--- config.mk ---
export PLATFORM = sky130hd
export DESIGN_NAME = tic_top
export DESIGN_NICKNAME = d
export VERILOG_FILES = /design/src/verilog/tic_pkg.sv /design/src/verilog/tic_edge.sv /design/src/verilog/tic_top.sv
export VERILOG_INCLUDE_DIRS = /design/src /design/src/verilog
export SDC_FILE = /design/constraint.sdc
export NUM_CORES = 1
export LEC_CHECK = 0
export ABC_AREA = 0
export BUFFER_PORTS_ARGS = -buffer_cell sky130_fd_sc_hd__buf_2
export CORE_MARGIN = 2
export CORE_UTILIZATION = 55
export DETAILED_ROUTE_END_ITERATION = 8
export GPL_TIMING_DRIVEN = 1
export PLACE_DENSITY = 0.79
export SYNTH_ARGS = -nofsm -noshare
export SYNTH_HDL_FRONTEND = slang
export SYNTH_SLANG_ARGS = --single-unit
--- constraint.sdc ---
create_clock -name aclk -period 3.5 [get_ports aclk]
set_input_delay 0.175 -clock aclk [delete_from_list [all_inputs] [get_ports aclk]]
set_output_delay 0.175 -clock aclk [all_outputs]
set_load 0.02 [all_outputs]
--- src/verilog/tic_consts.svh ---
// constants of the timer and interrupt controller: offsets, fields, resets, timing
// assumes a 20 MHz aclk and word-aligned AXI4-Lite register access
//
// Summary of operation
// - free-running 12-bit counter ticks every microsecond
// - counter bits 6 and 9 are interrupt taps
// - taps interrupt only on zero-to-one transitions
// - low byte read latches upper four bits
// - high read returns latched bits, never live
// - eleven maskable sources, each with own vector
// - usb reset, taps, endpoints, dac, gpio, i2c
// - endpoint interrupts on host write or sent
// - dac interrupt has per-pin mask
// - gpio interrupt has per-pin mask
// - dac edge polarity programmable per pin
// - gpio edge polarity programmable per port
// - polarity selects rising or falling edge
// - timer low at 0x24, high at 0x25
// - global and endpoint enables read-write
`ifndef TIC_CONSTS_SVH
`define TIC_CONSTS_SVH

`define TIC_NSRC 11
`define TIC_CNT_W 12
`define TIC_TAP_LO 6
`define TIC_TAP_HI 9
`define TIC_NEP 5
`define TIC_NDAC 8
`define TIC_NGP 4
`define TIC_GPW 8

// timing
`define TIC_CLK_HZ 20000000
`define TIC_TICK_HZ 1000000
`define TIC_TICK_CYC (`TIC_CLK_HZ / `TIC_TICK_HZ)

// register indices; byte address is index times four
`define TIC_IDX_GMASK0 8'h04
`define TIC_IDX_GCFG 8'h08
`define TIC_IDX_GIE 8'h20
`define TIC_IDX_EPIE 8'h21
`define TIC_IDX_TLO 8'h24
`define TIC_IDX_THI 8'h25
`define TIC_IDX_DMASK 8'h31
`define TIC_IDX_DPOL 8'h32
`define TIC_IDX_STAT 8'h38
`define TIC_IDX_CLR 8'h39

// global enable fields
`define TIC_GIE_USB 0
`define TIC_GIE_T128 1
`define TIC_GIE_T1024 2
`define TIC_GIE_DAC 3
`define TIC_GIE_GPIO 4
`define TIC_GIE_I2C 5
`define TIC_GIE_W 6

// reset values and responses
`define TIC_RST_GIE 6'h00
`define TIC_RST_EPIE 5'h00
`define TIC_RST_BYTE 8'h00
`define TIC_RST_GCFG 4'h0
`define TIC_RESP_OKAY 2'h0
`define TIC_RESP_SLVERR 2'h2

`endif

--- src/verilog/tic_pkg.sv ---
// types shared by the timer and interrupt controller
// assumes tic_consts.svh for the numeric constants
`include "tic_consts.svh"

package tic_pkg;

  // status, clear and enable bit order; also the vector number
  typedef enum logic [3:0] {
    TIC_SRC_USB_RESET,
    TIC_SRC_T128,
    TIC_SRC_T1024,
    TIC_SRC_EP0,
    TIC_SRC_EP1,
    TIC_SRC_EP2,
    TIC_SRC_EP3,
    TIC_SRC_EP4,
    TIC_SRC_DAC,
    TIC_SRC_GPIO,
    TIC_SRC_I2C
  } tic_src_t;

  typedef logic [`TIC_NSRC-1:0] tic_irq_vec_t;

endpackage

--- src/verilog/tic_edge.sv ---
// edge detector with per-bit polarity select
// assumes inputs synchronous to aclk; no output until one sample is held
`timescale 1ns/1ps
`include "tic_consts.svh"

module tic_edge #(
  parameter int W = 8
) (
  // clock and reset
  input wire logic aclk,
  input wire logic aresetn,
  input wire logic aclk_en,
  // sampled level and polarity, 1 selects rising
  input wire logic [W-1:0] sig,
  input wire logic [W-1:0] rise_sel,
  // one-cycle hit per bit
  output logic [W-1:0] hit
);

  logic [W-1:0] prev_q, prev_d;
  logic primed_q, primed_d;

  always_comb begin
    prev_d = sig;
    primed_d = 1'b1;
  end

  always_ff @(posedge aclk) begin
    if (!aresetn) begin
      prev_q <= '0;
      primed_q <= 1'b0;
    end else if (aclk_en) begin
      prev_q <= prev_d;
      primed_q <= primed_d;
    end
  end

  // rising when selected, falling otherwise
  always_comb begin
    hit = '0;
    if (primed_q && aclk_en) begin
      hit = (rise_sel & sig & ~prev_q) | (~rise_sel & ~sig & prev_q);
    end
  end

endmodule

--- src/verilog/tic_top.sv ---
// timer and vectored interrupt controller with an AXI4-Lite register slave
// assumes event inputs synchronous to aclk; core acknowledges the offered vector
//
// The register offsets and register access over AXI4-Lite were chosen for this implementation.
`timescale 1ns/1ps
`include "tic_consts.svh"

module tic_top #(
  parameter int ADDR_W = 12,
  parameter int TICK_CYC = `TIC_TICK_CYC
) (
  // clock, reset, enable
  input wire logic aclk,
  input wire logic aresetn,
  input wire logic aclk_en,
  // axi4-lite write address
  input wire logic [ADDR_W-1:0] s_awaddr,
  input wire logic s_awvalid,
  output logic s_awready,
  // axi4-lite write data
  input wire logic [31:0] s_wdata,
  input wire logic [3:0] s_wstrb,
  input wire logic s_wvalid,
  output logic s_wready,
  // axi4-lite write response
  output logic [1:0] s_bresp,
  output logic s_bvalid,
  input wire logic s_bready,
  // axi4-lite read address
  input wire logic [ADDR_W-1:0] s_araddr,
  input wire logic s_arvalid,
  output logic s_arready,
  // axi4-lite read data
  output logic [31:0] s_rdata,
  output logic [1:0] s_rresp,
  output logic s_rvalid,
  input wire logic s_rready,
  // event sources
  input wire logic usb_reset_evt,
  input wire logic [`TIC_NEP-1:0] ep_rx_done,
  input wire logic [`TIC_NEP-1:0] ep_tx_done,
  input wire logic [`TIC_NDAC-1:0] dac_pins,
  input wire logic [`TIC_NGP*`TIC_GPW-1:0] gpio_pins,
  input wire logic i2c_evt,
  // processor core
  output logic irq,
  output logic vec_valid,
  output tic_pkg::tic_src_t vec_id,
  input wire logic vec_ack
);

  localparam int CW = `TIC_CNT_W;
  localparam int NS = `TIC_NSRC;
  localparam int NGP = `TIC_NGP;
  localparam int GPW = `TIC_GPW;
  localparam int NDAC = `TIC_NDAC;
  localparam int NEP = `TIC_NEP;
  localparam int DIV_W = (TICK_CYC > 1) ? $clog2(TICK_CYC) : 1;

  // ---------------- bus handshake state
  logic aw_q, aw_d;
  logic w_q, w_d;
  logic [ADDR_W-1:0] awaddr_q, awaddr_d;
  logic [31:0] wdata_q, wdata_d;
  logic [3:0] wstrb_q, wstrb_d;
  logic bvalid_q, bvalid_d;
  logic [1:0] bresp_q, bresp_d;
  logic rvalid_q, rvalid_d;
  logic [31:0] rdata_q, rdata_d;
  logic [1:0] rresp_q, rresp_d;

  // ---------------- register and timer state
  logic [`TIC_GIE_W-1:0] gie_q, gie_d;
  logic [NEP-1:0] epie_q, epie_d;
  logic [GPW-1:0] gmask_q [NGP];
  logic [GPW-1:0] gmask_d [NGP];
  logic [NGP-1:0] gcfg_q, gcfg_d;
  logic [NDAC-1:0] dmask_q, dmask_d;
  logic [NDAC-1:0] dpol_q, dpol_d;
  tic_pkg::tic_irq_vec_t stat_q, stat_d;
  logic [DIV_W-1:0] div_q, div_d;
  logic [CW-1:0] cnt_q, cnt_d;
  logic [CW-9:0] hold_q, hold_d;

  // ---------------- decode helpers
  logic do_wr, do_rd;
  logic [7:0] wr_idx, rd_idx;
  logic wr_in_map, rd_in_map;
  logic wr_hit, rd_hit;
  logic tlo_read;
  tic_pkg::tic_irq_vec_t src, en, pend, clr;
  logic [1:0] tap_hit;
  logic [NDAC-1:0] dac_hit;
  logic [NGP*GPW-1:0] gp_hit, gp_rise, gp_mask;

  assign s_awready = aclk_en && !aw_q && !bvalid_q;
  assign s_wready = aclk_en && !w_q && !bvalid_q;
  assign s_arready = aclk_en && !rvalid_q;
  assign s_bvalid = bvalid_q;
  assign s_bresp = bresp_q;
  assign s_rvalid = rvalid_q;
  assign s_rdata = rdata_q;
  assign s_rresp = rresp_q;

  assign do_wr = aclk_en && aw_q && w_q && !bvalid_q;
  assign do_rd = s_arvalid && s_arready;
  assign wr_idx = awaddr_q[9:2];
  assign rd_idx = s_araddr[9:2];
  assign wr_in_map = (ADDR_W <= 10) || (awaddr_q >> 10) == '0;
  assign rd_in_map = (ADDR_W <= 10) || (s_araddr >> 10) == '0;
  // low byte read latches the upper bits in the same cycle
  assign tlo_read = do_rd && rd_in_map && rd_idx == `TIC_IDX_TLO;

  // ---------------- edge detection
  // timer taps fire on rising transitions only
  tic_edge #(.W(2)) u_tap_edge (
    .aclk(aclk),
    .aresetn(aresetn),
    .aclk_en(aclk_en),
    .sig({cnt_q[`TIC_TAP_HI], cnt_q[`TIC_TAP_LO]}),
    .rise_sel(2'h3),
    .hit(tap_hit)
  );

  // per-pin dac polarity
  tic_edge #(.W(NDAC)) u_dac_edge (
    .aclk(aclk),
    .aresetn(aresetn),
    .aclk_en(aclk_en),
    .sig(dac_pins),
    .rise_sel(dpol_q),
    .hit(dac_hit)
  );

  // one polarity bit per gpio port spread over its pins
  genvar gp;
  generate
    for (gp = 0; gp < NGP; gp++) begin : g_port
      assign gp_rise[gp*GPW +: GPW] = {GPW{gcfg_q[gp]}};
      assign gp_mask[gp*GPW +: GPW] = gmask_q[gp];
    end
  endgenerate

  tic_edge #(.W(NGP*GPW)) u_gpio_edge (
    .aclk(aclk),
    .aresetn(aresetn),
    .aclk_en(aclk_en),
    .sig(gpio_pins),
    .rise_sel(gp_rise),
    .hit(gp_hit)
  );

  // source collection
  always_comb begin
    src = '0;
    src[tic_pkg::TIC_SRC_USB_RESET] = usb_reset_evt;
    src[tic_pkg::TIC_SRC_T128] = tap_hit[0];
    src[tic_pkg::TIC_SRC_T1024] = tap_hit[1];
    // host wrote the buffer or a packet went out
    src[tic_pkg::TIC_SRC_EP0 +: NEP] = ep_rx_done | ep_tx_done;
    src[tic_pkg::TIC_SRC_DAC] = |(dac_hit & dmask_q);
    src[tic_pkg::TIC_SRC_GPIO] = |(gp_hit & gp_mask);
    src[tic_pkg::TIC_SRC_I2C] = i2c_evt;
  end

  // enables, priority and vector
  always_comb begin
    en = '0;
    en[tic_pkg::TIC_SRC_USB_RESET] = gie_q[`TIC_GIE_USB];
    en[tic_pkg::TIC_SRC_T128] = gie_q[`TIC_GIE_T128];
    en[tic_pkg::TIC_SRC_T1024] = gie_q[`TIC_GIE_T1024];
    en[tic_pkg::TIC_SRC_EP0 +: NEP] = epie_q;
    en[tic_pkg::TIC_SRC_DAC] = gie_q[`TIC_GIE_DAC];
    en[tic_pkg::TIC_SRC_GPIO] = gie_q[`TIC_GIE_GPIO];
    en[tic_pkg::TIC_SRC_I2C] = gie_q[`TIC_GIE_I2C];
    pend = stat_q & en;
    vec_id = tic_pkg::TIC_SRC_USB_RESET;
    for (int i = NS - 1; i >= 0; i--) begin
      if (pend[i]) begin
        vec_id = tic_pkg::tic_src_t'(i[3:0]);
      end
    end
  end

  assign irq = |pend;
  assign vec_valid = |pend;

  // timer
  always_comb begin
    div_d = div_q;
    cnt_d = cnt_q;
    hold_d = hold_q;
    if (div_q == DIV_W'(TICK_CYC - 1)) begin
      div_d = '0;
      cnt_d = cnt_q + 1'b1;
    end else begin
      div_d = div_q + 1'b1;
    end
    if (tlo_read) begin
      hold_d = cnt_q[CW-1:8];
    end
  end

  always_ff @(posedge aclk) begin
    if (!aresetn) begin
      div_q <= '0;
      cnt_q <= '0;
      hold_q <= '0;
    end else if (aclk_en) begin
      div_q <= div_d;
      cnt_q <= cnt_d;
      hold_q <= hold_d;
    end
  end

  // ---------------- register writes and sticky status
  always_comb begin
    gie_d = gie_q;
    epie_d = epie_q;
    gcfg_d = gcfg_q;
    dmask_d = dmask_q;
    dpol_d = dpol_q;
    gmask_d = gmask_q;
    clr = '0;
    wr_hit = 1'b0;
    if (do_wr && wr_in_map) begin
      // enables are read-write
      if (wr_idx == `TIC_IDX_GIE) begin
        wr_hit = 1'b1;
        if (wstrb_q[0]) gie_d = wdata_q[`TIC_GIE_W-1:0];
      end else if (wr_idx == `TIC_IDX_EPIE) begin
        wr_hit = 1'b1;
        if (wstrb_q[0]) epie_d = wdata_q[NEP-1:0];
      end else if (wr_idx == `TIC_IDX_GCFG) begin
        wr_hit = 1'b1;
        if (wstrb_q[0]) gcfg_d = wdata_q[NGP-1:0];
      end else if (wr_idx == `TIC_IDX_DMASK) begin
        wr_hit = 1'b1;
        if (wstrb_q[0]) dmask_d = wdata_q[NDAC-1:0];
      end else if (wr_idx == `TIC_IDX_DPOL) begin
        wr_hit = 1'b1;
        if (wstrb_q[0]) dpol_d = wdata_q[NDAC-1:0];
      end else if (wr_idx == `TIC_IDX_CLR) begin
        wr_hit = 1'b1;
        if (wstrb_q[0]) clr[7:0] = wdata_q[7:0];
        if (wstrb_q[1]) clr[NS-1:8] = wdata_q[NS-1:8];
      end else begin
        for (int p = 0; p < NGP; p++) begin
          if (wr_idx == 8'(`TIC_IDX_GMASK0 + p)) begin
            wr_hit = 1'b1;
            if (wstrb_q[0]) gmask_d[p] = wdata_q[GPW-1:0];
          end
        end
      end
    end
    if (vec_ack && vec_valid) begin
      clr[vec_id] = 1'b1;
    end
    // a new event beats a clear in the same cycle
    stat_d = (stat_q & ~clr) | src;
  end

  always_ff @(posedge aclk) begin
    if (!aresetn) begin
      gie_q <= `TIC_RST_GIE;
      epie_q <= `TIC_RST_EPIE;
      gcfg_q <= `TIC_RST_GCFG;
      dmask_q <= `TIC_RST_BYTE;
      dpol_q <= `TIC_RST_BYTE;
      stat_q <= '0;
      for (int p = 0; p < NGP; p++) begin
        gmask_q[p] <= `TIC_RST_BYTE;
      end
    end else if (aclk_en) begin
      gie_q <= gie_d;
      epie_q <= epie_d;
      gcfg_q <= gcfg_d;
      dmask_q <= dmask_d;
      dpol_q <= dpol_d;
      stat_q <= stat_d;
      gmask_q <= gmask_d;
    end
  end

  // ---------------- read data mux
  always_comb begin
    rd_hit = 1'b0;
    rdata_d = rdata_q;
    if (rd_in_map) begin
      rd_hit = 1'b1;
      case (rd_idx)
        `TIC_IDX_GIE: rdata_d = 32'(gie_q);
        `TIC_IDX_EPIE: rdata_d = 32'(epie_q);
        `TIC_IDX_GCFG: rdata_d = 32'(gcfg_q);
        `TIC_IDX_DMASK: rdata_d = 32'(dmask_q);
        `TIC_IDX_DPOL: rdata_d = 32'(dpol_q);
        `TIC_IDX_STAT: rdata_d = 32'(stat_q);
        `TIC_IDX_CLR: rdata_d = 32'h0000_0000;
        // live low byte, latched high nibble
        `TIC_IDX_TLO: rdata_d = 32'(cnt_q[7:0]);
        `TIC_IDX_THI: rdata_d = 32'(hold_q);
        default: begin
          rd_hit = 1'b0;
          rdata_d = 32'h0000_0000;
          for (int p = 0; p < NGP; p++) begin
            if (rd_idx == 8'(`TIC_IDX_GMASK0 + p)) begin
              rd_hit = 1'b1;
              rdata_d = 32'(gmask_q[p]);
            end
          end
        end
      endcase
    end
    if (!rd_hit) begin
      rdata_d = 32'h0000_0000;
    end
    if (!do_rd) begin
      rdata_d = rdata_q;
    end
  end

  // ---------------- axi channel state
  always_comb begin
    aw_d = aw_q;
    w_d = w_q;
    awaddr_d = awaddr_q;
    wdata_d = wdata_q;
    wstrb_d = wstrb_q;
    bvalid_d = bvalid_q;
    bresp_d = bresp_q;
    rvalid_d = rvalid_q;
    rresp_d = rresp_q;
    if (s_awvalid && s_awready) begin
      aw_d = 1'b1;
      awaddr_d = s_awaddr;
    end
    if (s_wvalid && s_wready) begin
      w_d = 1'b1;
      wdata_d = s_wdata;
      wstrb_d = s_wstrb;
    end
    if (do_wr) begin
      aw_d = 1'b0;
      w_d = 1'b0;
      bvalid_d = 1'b1;
      bresp_d = wr_hit ? `TIC_RESP_OKAY : `TIC_RESP_SLVERR;
    end else if (bvalid_q && s_bready) begin
      bvalid_d = 1'b0;
    end
    if (do_rd) begin
      rvalid_d = 1'b1;
      rresp_d = rd_hit ? `TIC_RESP_OKAY : `TIC_RESP_SLVERR;
    end else if (rvalid_q && s_rready) begin
      rvalid_d = 1'b0;
    end
  end

  always_ff @(posedge aclk) begin
    if (!aresetn) begin
      aw_q <= 1'b0;
      w_q <= 1'b0;
      awaddr_q <= '0;
      wdata_q <= 32'h0000_0000;
      wstrb_q <= 4'h0;
      bvalid_q <= 1'b0;
      bresp_q <= `TIC_RESP_OKAY;
      rvalid_q <= 1'b0;
      rdata_q <= 32'h0000_0000;
      rresp_q <= `TIC_RESP_OKAY;
    end else if (aclk_en) begin
      aw_q <= aw_d;
      w_q <= w_d;
      awaddr_q <= awaddr_d;
      wdata_q <= wdata_d;
      wstrb_q <= wstrb_d;
      bvalid_q <= bvalid_d;
      bresp_q <= bresp_d;
      rvalid_q <= rvalid_d;
      rdata_q <= rdata_d;
      rresp_q <= rresp_d;
    end
  end

endmodule

==> results.json <==
{
  "grt_pass1_wl_um": 40100,
  "drive_gt1_frac": 0.161,
  "rows": 47,
  "io_pins": 168,
  "crit_buf_inv": 0,
  "r2r_cells": 6,
  "p_clk_frac": 0.441,
  "die_y_um": 133,
  "drv_cap": 0,
  "grt_util_met3": 0.0425,
  "clock_latency_ps": 440,
  "initial_utilization": 0.557,
  "p_sw_frac": 0.248,
  "synth-edff-count": 0,
  "yosysSeqAreaShare": 0.390,
  "power.net_switching_uw": 1120,
  "placeableCoreArea_um2": 16400,
  "endpoint_kind": "flop",
  "port_buffers": 117,
  "netlist_area_um2": 9130,
  "yosysMostFrequentCell": "dfxtp_1",
  "critical_path.top_delay_family": "simple AND/OR/NAND/NOR gates",
  "grt_antenna_before_repair": 0,
  "place_congestion": 0.953,
  "p_int_uw": 3410,
  "slew_violations": 0,
  "postCtsSetupBuffers": 0,
  "hold_viol_final": 0,
  "final_antenna_net_count": 0,
  "drt_iter0_drc": 1049,
  "ys_seq_elements": 178,
  "synth.top_cells.by_area": "dfxtp_1 39%, mux2i_1 11%, nand2_1 6.3%",
  "rsz0062_at_grt": "false",
  "postCtsHoldBufs": 30,
  "viasPerCell": 5.95,
  "wl_per_cell_um": 18.1,
  "die_width_um": 133,
  "synth_top_area_share": 0.390,
  "min_from": "gpio_pins[9]",
  "met1_usage": 0.367,
  "cellPowerDensity_nw_per_um2": 429,
  "busiest_layer": "met2",
  "power_uw": 4540,
  "ys_top_cells_by_count": "178 x dfxtp_1, 154 x nand2_1, 130 x nor2_1, 97 x mux2i_1, 66 x a21oi_1",
  "fin_skew_ps": 14.5,
  "worstReg2RegStart": "gcfg_q[1]",
  "totalWireLength_um": 25400,
  "cp_slowest_cell": "dfxtp_1",
  "syn_area_per_cell_um2": 8.60,
  "hpwl_um": 17700,
  "min_path_type": "in2reg",
  "pwr-share-comb": 0.085,
  "overflow": 0,
  "path_clk_slew_ps": 70,
  "grt_max_degree": 122,
  "syn_to_final_growth_pct": 15.8,
  "use_met2": 0.487,
  "pwr-share-seq": 0.474,
  "cp.arrival_ps": 2800,
  "crit_start": "gcfg_q[1]",
  "fin_nets": 1290,
  "drc": 0,
  "cts_tree": "yes",
  "layout_min_cycle_time_ps": 2500,
  "required_ps": 3800,
  "max-slew-margin-rel": 0.469,
  "cts-root-buf": "clkbuf_16",
  "synth_warnings": 0,
  "crit_fanout": 17,
  "crit_cells": 6,
  "cts_sinks": 178,
  "setup_viol": 0,
  "crit_type": "reg2reg",
  "worstReg2RegEnd": "stat_q[9]",
  "multiInputGateArea_um2": 5150,
  "synth_top_area_cell": "dfxtp_1",
  "worstPathCellList": "nor3b_1 -> o21ai_0 -> nand4_1 -> or4_1 -> nor4_1 -> o2bb2ai_1",
  "finalSetupTns_ps": 0,
  "diodes": 0,
  "timing.fmax_mhz": 400,
  "dr.pass1.iters": 6,
  "fin_crit_sh": 0.715,
  "grt_use_total": 0.287,
  "ir_drop_mv": 0.386,
  "synth_ff_type": "dfxtp_1",
  "grt_pass1_vias": 7749,
  "status": "finished, final reports clean",
  "synthArstFlopShare": 0,
  "cts_buffers": 17,
  "cts_buffer_depth": 2,
  "cp-start-kind": "flop",
  "fill_cells": 1375,
  "slowest_delay_ps": 730,
  "ys_types": 81,
  "ff_latch_area_um2": 3560,
  "p_leak_uw": 0.00420,
  "r2r_setup_slack_ps": 1000,
  "crit_path_end": "stat_q[9]",
  "cts_resized": 0,
  "vias": 8329,
  "dieArea_um2": 17700,
  "synthCells": 1062,
  "htreeDepth": 4,
  "worstMarginPinSlew_ps": 793
}
layout by cell type (no fill, tap or decap), types with 4 or more instances in the layout:
master | synthesis | layout
dfxtp_1 | 178 | 178
nand2_1 | 154 | 154
nor2_1 | 130 | 130
buf_2 | 17 | 116
mux2i_1 | 97 | 97
a21oi_1 | 66 | 66
dlygate4sd3_1 | 0 | 30
a22oi_1 | 29 | 29
nand2b_1 | 29 | 29
o21ai_0 | 28 | 28
conb_1 | 1 | 23
nand3_1 | 19 | 19
o22ai_1 | 18 | 18
clkbuf_16 | 0 | 17
nor2b_1 | 13 | 13
nand4b_1 | 10 | 10
nor3b_1 | 9 | 9
nor3_1 | 8 | 8
inv_1 | 8 | 8
nand4_1 | 8 | 8
xor2_1 | 8 | 8
a31oi_1 | 8 | 8
nor4_1 | 7 | 7
nand3b_1 | 7 | 7
and3b_1 | 7 | 7
o21ai_1 | 7 | 7
mux4_2 | 7 | 7
and2_1 | 6 | 6
xnor2_1 | 6 | 6
nor4bb_1 | 6 | 6
o31ai_1 | 6 | 6
a22o_1 | 5 | 5
or3_1 | 5 | 5
buf_4 | 29 | 5
a32oi_1 | 4 | 4
or4_1 | 4 | 4
a211oi_1 | 4 | 4
through the flow:
step           utilization  hold WS, ps  area [um2]  setup slack [ps]  cells
2_1_floorplan            -          311        9220              1670   1084
3_3_place_gp         0.589          421        9660              1060   1338
3_5_place_dp         0.589          420        9660              1010   1338
4_1_cts              0.645        0.471       10600               981   1400
5_1_grt              0.645         5.26       10600               857   1400
6_report             0.645         1.61       10600               998   1400
worst reg2reg max path: cells and delay by family, from the launching register on:
family	cells	cell delay (ps)
compound gates	2	310
flops	1	730
simple gates	4	1340
state kept, by name (all words and copies together) (netlist names), 10 cells and up:
register,flops
gmask_q,32
u_gpio_edge.prev_q,32
stat_q,11
cnt_q,12
s_rdata,11
awaddr_q,10
wdata_q,11
power groups by stage:
stage	clock (uW)	combinational, uW	sequential [uW]
2_1_floorplan	0	275	2160
3_5_place_dp	0	356	2190
3_3_place_gp	0	349	2190
5_1_grt	2100	422	2150
4_1_cts	2010	383	2150
6_report	2000	386	2150
how the worst min path moves through the flow:
stage,endpoint,cells past startpoint,slack (ps)
after floorplan,awaddr_q[10],2,310
after global placement,awaddr_q[8],3,420
after detailed placement,awaddr_q[10],3,420
after CTS,u_gpio_edge.prev_q[14],3,0.5
after global routing,u_gpio_edge.prev_q[11],3,5
final,u_gpio_edge.prev_q[9],3,2
cell families after synthesis:
logic type	count (synthesis)	synth area share
XOR/XNOR	14	0.0134
AO/OA/AOI/OAI	206	0.147
AND/OR/NAND/NOR	458	0.264
buffers and inverters	98	0.0554
flip-flops	178	0.390
other	1	0.000411
adder cells (fa/ha/maj)	2	0.00274
multiplexers	105	0.126
cell type report:
class | count | area share
tap | 220 | 0.0260
clock buffer | 21 | 0.0435
inverter | 10 | 0.00379
multi-input combinational | 808 | 0.487
clock inverter | 11 | 0.0144
sequential | 178 | 0.337
timing repair buffer | 152 | 0.0887
per-layer routing:
| metal | routed length, um | vias to the layer above |
|---|---|---|
| met5 | 0 | - |
| met4 | 864 | 0 |
| met3 | 1720 | 75 |
| met2 | 12300 | 376 |
| met1 | 10500 | 3927 |
| li1 | - | 3951 |
Note: power is estimated with default switching activity, not from simulation.
